**config.mk**
```make
export PLATFORM = sky130hd
export DESIGN_NAME = pia_regs
export DESIGN_NICKNAME = d
export VERILOG_FILES = /design/src/pia_pkg.sv /design/src/pia_regs.sv /design/src/pia_strap_sync.sv
export VERILOG_INCLUDE_DIRS = /design/src
export SDC_FILE = /design/constraint.sdc
export NUM_CORES = 1
export LEC_CHECK = 0
export BUFFER_PORTS_ARGS = -buffer_cell sky130_fd_sc_hd__buf_2
export CAP_MARGIN = 15
export CORE_MARGIN = 10
export CORE_UTILIZATION = 40
export DETAILED_ROUTE_END_ITERATION = 12
export HOLD_SLACK_MARGIN = 0.06
export PLACE_DENSITY = 0.69
export SLEW_MARGIN = 5
export SYNTH_ARGS = -nofsm -noshare
export SYNTH_HDL_FRONTEND = slang
export SYNTH_SLANG_ARGS = --single-unit
```
**constraint.sdc**
```tcl
create_clock -name clock -period 2.5 [get_ports clock]
set_clock_uncertainty 0.15 [all_clocks]
set_input_delay 0.5 -clock clock [delete_from_list [all_inputs] [get_ports clock]]
set_output_delay 0.5 -clock clock [all_outputs]
set_load 0.03 [all_outputs]
```
**src/pia_regs_map.svh**
```systemverilog
// Register indices, field positions, reset values and timing counts.
`ifndef PIA_REGS_MAP_SVH
`define PIA_REGS_MAP_SVH

// -----------------------------------------------------------------
// Register indices
// -----------------------------------------------------------------
`define PIA_IDX_IDENT_LOW   5'h03
`define PIA_IDX_ADVERTISE   5'h04

// -----------------------------------------------------------------
// Identification low fields
// -----------------------------------------------------------------
`define PIA_ID_OUI_HI       15
`define PIA_ID_OUI_LO       10
`define PIA_ID_MODEL_HI     9
`define PIA_ID_MODEL_LO     4
`define PIA_ID_REV_HI       3
`define PIA_ID_REV_LO       0

// -----------------------------------------------------------------
// Advertisement fields
// -----------------------------------------------------------------
`define PIA_ADV_RFAULT      13
`define PIA_ADV_RSVD12      12
`define PIA_ADV_ASYM_PAUSE  11
`define PIA_ADV_SYM_PAUSE   10
`define PIA_ADV_100_FD      8
`define PIA_ADV_100_HD      7
`define PIA_ADV_10_FD       6
`define PIA_ADV_10_HD       5
`define PIA_ADV_SEL_HI      4
`define PIA_ADV_SEL_LO      0

// Writable bits; 15:14 and 9 are read-only zero.
`define PIA_ADV_WR_MASK     16'h3dff
// Constant reset value before the straps are captured.
`define PIA_ADV_RESET       16'h0181
`define PIA_ADV_SEL_ETH     5'h01

// -----------------------------------------------------------------
// Timing: cycles from reset release until the straps are settled.
// -----------------------------------------------------------------
`define PIA_STRAP_SETTLE    2'd3

`endif

```
**src/pia_pkg.sv**
```systemverilog
// Types shared by the identification and advertisement register block.
package pia_pkg;

  // Strap set of one port, as filtered by the strap synchroniser.
  typedef struct packed {
    logic autoneg;
    logic speed;
    logic duplex;
    logic manual_flow_ctl_pin_cfg;
    logic full_duplex_pause_pin_cfg;
  } pia_strap_s;

  // Strap capture sequence after reset release.
  typedef enum logic [2:0] {
    PIA_WAIT = 3'b001,
    PIA_LOAD = 3'b010,
    PIA_DONE = 3'b100
  } pia_cap_e;

endpackage

```
**src/pia_regs.sv**
```systemverilog
// Identification low and auto-negotiation advertisement registers.
`timescale 1ns/10ps
`include "pia_regs_map.svh"

module pia_regs
  import pia_pkg::*;
#(
  // Arbitrary identity defaults; replace with the assigned values.
  parameter logic [5:0] OUI_LOW_DEF = 6'h15,
  parameter logic [5:0] MODEL_DEF   = 6'h2a,
  parameter logic [3:0] REV_DEF     = 4'h5
) (
  // Clock and reset
  input  wire logic        clock,
  input  wire logic        rst,
  // Management register port
  input  wire logic [4:0]  reg_index,
  input  wire logic        reg_wr,
  input  wire logic [15:0] reg_wdata,
  input  wire logic        reg_rd,
  output logic      [15:0] reg_rdata_ff,
  output logic             reg_rvalid_ff,
  // Loader write port
  input  wire logic        loader_wr,
  input  wire logic [15:0] loader_data,
  // Strap pins of this port
  input  wire logic        autoneg_pin,
  input  wire logic        speed_pin,
  input  wire logic        duplex_pin,
  input  wire logic        manual_flow_ctl_pin_cfg,
  input  wire logic        full_duplex_pause_pin_cfg,
  // Values toward the negotiation engine
  output logic      [15:0] advertise_ff,
  output logic      [15:0] ident_low_ff,
  output logic             straps_done_ff
);

  // ---------------------------------------------------------------
  // Default advertisement computed from a strap set
  // ---------------------------------------------------------------
  function automatic logic [15:0] adv_default(input pia_strap_s st);
    logic [15:0] v;
    v = `PIA_ADV_RESET;
    v[`PIA_ADV_SYM_PAUSE]  = ~st.manual_flow_ctl_pin_cfg;
    v[`PIA_ADV_ASYM_PAUSE] = ~st.manual_flow_ctl_pin_cfg &
                             st.full_duplex_pause_pin_cfg;
    v[`PIA_ADV_10_FD] = st.autoneg | (~st.speed & st.duplex);
    v[`PIA_ADV_10_HD] = st.autoneg | ~st.speed;
    return v;
  endfunction

  // ---------------------------------------------------------------
  // Strap synchronisation and capture
  // ---------------------------------------------------------------
  pia_strap_s strap_lvl;
  pia_strap_s strap_cap_ff;
  pia_cap_e   cap_ff;
  logic [1:0] settle_ff;

  pia_strap_sync #(
    .WIDTH (5)
  ) pia_strap_sync_i (
    .clock    (clock),
    .rst      (rst),
    .pin_in   ({autoneg_pin, speed_pin, duplex_pin,
                manual_flow_ctl_pin_cfg, full_duplex_pause_pin_cfg}),
    .level_ff (strap_lvl)
  );

  // Wait for the synchroniser to fill before sampling, so the captured
  // set is the level at release and not the cleared pipeline.
  always_ff @(posedge clock or posedge rst) begin
    if (rst) begin
      cap_ff    <= PIA_WAIT;
      settle_ff <= 2'd0;
    end else begin
      case (cap_ff)
        PIA_WAIT: begin
          settle_ff <= settle_ff + 2'd1;
          if (settle_ff == `PIA_STRAP_SETTLE) begin
            cap_ff <= PIA_LOAD;
          end
        end
        PIA_LOAD: begin
          cap_ff <= PIA_DONE;
        end
        PIA_DONE: begin
          cap_ff <= PIA_DONE;
        end
        default: begin
          cap_ff <= PIA_WAIT;
        end
      endcase
    end
  end

  // The strap set is held once; later pin changes have no effect.
  always_ff @(posedge clock or posedge rst) begin
    if (rst) begin
      strap_cap_ff   <= '0;
      straps_done_ff <= 1'b0;
    end else if (cap_ff == PIA_LOAD) begin
      strap_cap_ff   <= strap_lvl;
      straps_done_ff <= 1'b1;
    end
  end

  // ---------------------------------------------------------------
  // Register writes
  // ---------------------------------------------------------------
  logic wr_ident;
  logic wr_adv;
  assign wr_ident = reg_wr && (reg_index == `PIA_IDX_IDENT_LOW);
  assign wr_adv   = reg_wr && (reg_index == `PIA_IDX_ADVERTISE);

  // Identification low: all three fields are software writable.
  always_ff @(posedge clock or posedge rst) begin
    if (rst) begin
      ident_low_ff <= {OUI_LOW_DEF, MODEL_DEF, REV_DEF};
    end else if (wr_ident) begin
      ident_low_ff[`PIA_ID_OUI_HI:`PIA_ID_OUI_LO] <=
        reg_wdata[`PIA_ID_OUI_HI:`PIA_ID_OUI_LO];
      ident_low_ff[`PIA_ID_MODEL_HI:`PIA_ID_MODEL_LO] <=
        reg_wdata[`PIA_ID_MODEL_HI:`PIA_ID_MODEL_LO];
      ident_low_ff[`PIA_ID_REV_HI:`PIA_ID_REV_LO] <=
        reg_wdata[`PIA_ID_REV_HI:`PIA_ID_REV_LO];
    end
  end

  // Advertisement: strap load, then loader, then software. The loader
  // outranks software so a reload is never half overwritten.
  always_ff @(posedge clock or posedge rst) begin
    if (rst) begin
      advertise_ff <= `PIA_ADV_RESET;
    end else if (cap_ff == PIA_LOAD) begin
      advertise_ff <= adv_default(strap_lvl);
    end else if (loader_wr) begin
      advertise_ff <= loader_data & `PIA_ADV_WR_MASK;
    end else if (wr_adv) begin
      // Bit 12 is stored as written; keeping it zero is up to software.
      advertise_ff <= reg_wdata & `PIA_ADV_WR_MASK;
    end
  end

  // ---------------------------------------------------------------
  // Register reads; unmapped indices return zero.
  // ---------------------------------------------------------------
  always_ff @(posedge clock or posedge rst) begin
    if (rst) begin
      reg_rdata_ff  <= 16'h0000;
      reg_rvalid_ff <= 1'b0;
    end else begin
      reg_rvalid_ff <= reg_rd;
      if (!reg_rd) begin
        reg_rdata_ff <= 16'h0000;
      end else if (reg_index == `PIA_IDX_IDENT_LOW) begin
        reg_rdata_ff <= ident_low_ff;
      end else if (reg_index == `PIA_IDX_ADVERTISE) begin
        reg_rdata_ff <= advertise_ff;
      end else begin
        reg_rdata_ff <= 16'h0000;
      end
    end
  end
endmodule

```
**src/pia_strap_sync.sv**
```systemverilog
// Three-stage synchroniser with agreement filter for strap pins.
`timescale 1ns/10ps

module pia_strap_sync
  import pia_pkg::*;
#(
  parameter int WIDTH = 5
) (
  // Clock and reset
  input  wire logic             clock,
  input  wire logic             rst,
  // Asynchronous pin levels and their filtered copy
  input  wire logic [WIDTH-1:0] pin_in,
  output logic      [WIDTH-1:0] level_ff
);

  logic [WIDTH-1:0] s1_ff;
  logic [WIDTH-1:0] s2_ff;
  logic [WIDTH-1:0] s3_ff;

  // The first stage is only read by the second, to contain metastability.
  always_ff @(posedge clock or posedge rst) begin
    if (rst) begin
      s1_ff <= '0;
      s2_ff <= '0;
      s3_ff <= '0;
    end else begin
      s1_ff <= pin_in;
      s2_ff <= s1_ff;
      s3_ff <= s2_ff;
    end
  end

  // A bit changes only once the second and third stage agree.
  always_ff @(posedge clock or posedge rst) begin
    if (rst) begin
      level_ff <= '0;
    end else begin
      for (int i = 0; i < WIDTH; i++) begin
        if (s2_ff[i] == s3_ff[i]) begin
          level_ff[i] <= s3_ff[i];
        end
      end
    end
  end

endmodule

```
**Yosys cells after proc, flatten, opt, wreduce, memory -nomap -nowiden**

Index checks and enable logic that the tools add are counted.

- Flip-flop bits (word level): 75
- Input bits: 47
- Output and inout port bits: 50
- Logic and storage cells: 46

- Add/subtract/negate cells: 1
- Equal/unequal tests: 12
- Muxes and demuxes: 8
- Bitwise gates (word level): 6
- Reductions and logical operators: 4

Operator list:

| operator | number |
|---|---|
| $mux 16 | 6 |
| $pmux 3 s2 | 1 |
| $eq 1x1->1 | 5 |
| $eq 5x2->1 const B | 1 |
| $eq 5x3->1 const B | 1 |
| $eq 3x1->1 const B | 1 |
| $eq 3x2->1 const B | 1 |
| $eq 3x3->1 const B | 1 |
| $mux 3 | 1 |
| $reduce_bool 3->1 | 1 |
| $add 2x1->2 const B | 1 |
| $and 1x1->1 | 2 |
| $eq 2x2->1 const B | 1 |
| $logic_and 1x1->1 | 2 |
| $ne 2x2->1 const B | 1 |
| $not 1->1 | 2 |
| $or 1x1->1 | 2 |
| $reduce_or 2->1 | 1 |

**Longest topological paths before layout**

- Depth in word-level cells: 5
- Mapped depth: 4

**By module**

Synthesis repeated with hierarchy kept, for this count alone.

- Cells, all modules: 198
- Area total of the unflattened synthesis: 2805.2 µm²

By module, submodules not included:

| module | times used | cells an instance | area each (µm²) | seq. area each (µm²) |
|---|---|---|---|---|
| pia_regs | 1 | 172 | 2244.7 | 1316.3 |
| pia_strap_sync | 1 | 26 | 560.5 | 500.5 |

**Worst setup path before layout**

OpenSTA, ideal clock, no wires.

- Path kind: input to register
- From: input reg_index[4]
- To: register ident_low_ff[1]
- Library setup time: 127 ps
- Arrival: 1603 ps
- Data required time: 2223 ps
- Path slack: 620 ps
- Stages on the path: 4
- Path through: nand2b_1 > nor4_4 > buf_6 > mux2_1

- Word-level cells in the longest chain between the ends: 2

RTL lines:

| what | RTL line | RTL |
|---|---|---|
| start, declared | pia_regs.sv:17 | `input wire logic [4:0] reg_index,` |
| $eq 5x2->1 (no source line) | -- |  |
| $logic_and 1x1->1 | pia_regs.sv:113 | `` assign wr_ident = reg_wr && (reg_index == `PIA_IDX_IDENT_LOW); `` |
| end signal, assigned | pia_regs.sv:119 | `ident_low_ff <= {OUI_LOW_DEF, MODEL_DEF, REV_DEF};` |
| end signal, assigned by index | pia_regs.sv:121 | `` ident_low_ff[`PIA_ID_OUI_HI:`PIA_ID_OUI_LO] <= `` |
| end signal, assigned by index | pia_regs.sv:123 | `` ident_low_ff[`PIA_ID_MODEL_HI:`PIA_ID_MODEL_LO] <= `` |
| end, declared | pia_regs.sv:34 | `output logic [15:0] ident_low_ff,` |

Every way passes these cells.
A chain may end at the register's enable or synchronous reset.

**Worst setup path in the final report**

- From: input reg_wr
- To: register advertise_ff[10]

- Word-level cells in the longest chain between the ends: 2

RTL lines:

| what | RTL line | RTL |
|---|---|---|
| start, declared | pia_regs.sv:18 | `input wire logic reg_wr,` |
| $logic_and 1x1->1 | pia_regs.sv:114 | `` assign wr_adv = reg_wr && (reg_index == `PIA_IDX_ADVERTISE); `` |
| $reduce_bool 3->1 (no source line) | -- |  |
| end signal, assigned | pia_regs.sv:134 | `` advertise_ff <= `PIA_ADV_RESET; `` |
| end signal, assigned | pia_regs.sv:136 | `advertise_ff <= adv_default(strap_lvl);` |
| end signal, assigned | pia_regs.sv:138 | `` advertise_ff <= loader_data & `PIA_ADV_WR_MASK; `` |
| end, declared | pia_regs.sv:33 | `output logic [15:0] advertise_ff,` |

Every way passes these cells.

==> qor.csv <==
metric;value;unit
root_buffer;clkbuf_8;
dp_hpwl;5080;µm
status;completed;
dieArea;10900;µm²
setup_tns;0;ps
hold_viol;0;
post-synth-top-count-cell;dfrtp_1;
clkLatencyLatePin;350;ps
crit_type;in2reg;
synth-edff-count;0;
max_freq;551;MHz
clockBufferDepth;2;
cts.sinks;72;
rrSetupSlack;890;ps
post_cts_buffers;0;
fillerInstances;617;
rr_endpoint;settle_ff[1];
drv_slew;0;
drive_above_1_share;45.7;%
via_count;2048;
synth-seq-area-share;63.5;%
antenna_found_initial;2;
grt_pass1_vias;2221;
worstSetupStartpointType;primary input;
ctsHoldBuffers;0;
finalSetupViolations;0;
clk_pin_slew;80;ps
gp_congestion;0.746;
nets;347;
viasPerCell;5.09;
min_period_over_period;72.6;%
drtAntennaViolNets;0;
grt.total_usage;13.6;%
yosys_register_bits;72;
io_buffers;90;
tightestPinTransition;1020;ps
ys.warnings.count;0;
max-cap-violations;0;
dr.pass1.iters;5;
rsz0062_at_grt;no;
cts_inserted_buffers;9;
cts_tree;built;
p_leak;1.72;nW
cp-end-kind;flop;
synthCells;204;
slowest_stage;nor2b_1;
die_x;105;µm
path_cells;buf_2 > nor2b_1 > a311oi_1 > a221oi_1;
dp.cells;384;
critical_path.max_fanout;13;
synth.avg_cell_area;14.0;µm²
drc;0;
hold_path.class;in2async;
num_rows;30;
synth_async_sr_flop_share;100;%
slew_headroom;31.5;%
ys.flop_type;dfrtp_1;
arrival;1910;ps
overflow;0;
ir_worst_vdd;390;µV
instances_no_fill;402;
yosys-top-cells-count;60 x dfrtp_1, 16 x mux2_1, 16 x nor3_1;
post_cts_resized;0;
yosysUniqueCellTypes;39;
die-height;105;µm
netlist.area_leader.share;52.5;%
p_per_area;808;nW/µm²
grt_max_degree;73;
ios;97;
drt_iter0_drc;90;
htreeDepth;3;
rr_worst_depth;2;
core;6870;µm²
synth_top_cells_by_area;dfrtp_1 52%, dfstp_2 11%, mux2_1 6.3%;
routed_wl;7210;µm
period_minus_slack;1810;ps
cpPeakStageDelay;800;ps
critical_path_required;2600;ps
grt_pass1_wl;12000;µm
synth_area;2860;µm²
area_delta_synth_final;29.4;%
r2r-start;cap_ff[0];
wl_per_cell;17.9;µm
yosysTopAreaCell;dfrtp_1;
initial_core_util;41.7;%
## final cells by class
cell class / instances / area [µm²] / area share, %
antenna: 2 / 5.00 / 0.135
clock buffer: 11 / 141 / 3.82
multi-input combinational: 117 / 967 / 26.1
inverter: 2 / 7.51 / 0.203
timing repair buffer: 97 / 515 / 13.9
sequential: 72 / 1820 / 49.1
clock inverter: 5 / 129 / 3.48
tap: 96 / 120 / 3.24
## critical path, delay by kind of cell
kind / cells / cell delay (ps)
AO/OA/AOI/OAI: 2 / 520
AND/OR/NAND/NOR: 1 / 800
buffers and inverters: 1 / 90
## worst max-delay path by stage
stage	depth (start not counted)	slack (ps)	endpoint	start
5_1_grt	4	500	advertise_ff[10]	reg_index[4]
6_report	4	690	advertise_ff[10]	reg_wr
3_5_place_dp	4	350	advertise_ff[10]	reg_wr
3_3_place_gp	4	330	advertise_ff[10]	reg_index[4]
4_1_cts	4	710	advertise_ff[10]	reg_wr
2_1_floorplan	1	40	advertise_ff[10]	rst
## through the flow
stage | setup slack [ps] | total power, mW | hold WS, ps | cell area, µm² | utilization [%]
after floorplan | 44.9 | 1.63 | 181 | 2870 | -
after global placement | 330 | 1.79 | 182 | 3430 | 49.9
after detailed placement | 353 | 1.80 | 185 | 3430 | 49.9
after CTS | 709 | 3.03 | 81.6 | 3700 | 53.8
after global routing | 503 | 3.13 | 90.0 | 3700 | 53.9
final | 686 | 2.99 | 79.9 | 3700 | 53.9
## layout by cell type (no fill, tap or decap), types with 2 or more instances in the layout
| cell type | instances |
|---|---|
| buf_2 | 90 |
| dfrtp_1 | 60 |
| nor3_1 | 16 |
| mux2_1 | 16 |
| a22o_1 | 13 |
| dfstp_2 | 12 |
| a211oi_1 | 11 |
| clkbuf_8 | 10 |
| o21ai_0 | 7 |
| nor4_2 | 6 |
| buf_4 | 6 |
| maj3_1 | 5 |
| o21ai_1 | 4 |
| a311oi_1 | 4 |
| and2_1 | 4 |
| bufinv_16 | 4 |
| nand2b_1 | 3 |
| a2111oi_0 | 3 |
| conb_1 | 3 |
| diode_2 | 2 |
| nor2b_1 | 2 |
| nor3b_1 | 2 |
| nor4_4 | 2 |
| nor2_1 | 2 |
## logic make-up after synthesis
logic type / count (synthesis) / synth area share, %
other: 1 / 0.131
AO/OA/AOI/OAI: 44 / 11.5
XOR/XNOR: 2 / 0.612
AND/OR/NAND/NOR: 45 / 12.1
buffers and inverters: 17 / 3.28
multiplexers: 17 / 6.69
adder cells (fa/ha/maj): 6 / 2.19
flip-flops: 72 / 63.5
## layer usage
layer | up-vias | global-route usage [%] | wire length [µm] | share of wire [%]
met2 | 91 | 19.9 | 3300 | 46
met5 | - | 0 | 13 | 0.18
met4 | 2 | 5.49 | 106 | 1.5
li1 | 938 | - | - | -
met1 | 1006 | 17.2 | 3060 | 42
met3 | 11 | 6.20 | 728 | 10
## registers in the layout, indices dropped and copies added, names as in the netlist
| name | flops |
|---|---|
| cap_ff | 3 |
| pia_strap_sync_i.s3_ff | 5 |
| pia_strap_sync_i.s1_ff | 5 |
| advertise_ff | 13 |
| reg_rvalid_ff | 1 |
| straps_done_ff | 1 |
| pia_strap_sync_i.level_ff | 5 |
| reg_rdata_ff | 16 |
| pia_strap_sync_i.s2_ff | 5 |
| ident_low_ff | 16 |
| settle_ff | 2 |
## where the power goes
group | internal [mW] | switching [mW] | leakage (nW)
combinational | 0.138 | 0.291 | 0.716
sequential | 1.28 | 0.0609 | 0.866
clock | 0.793 | 0.428 | 0.134
No activity file was read; power rests on OpenSTA's default activity.
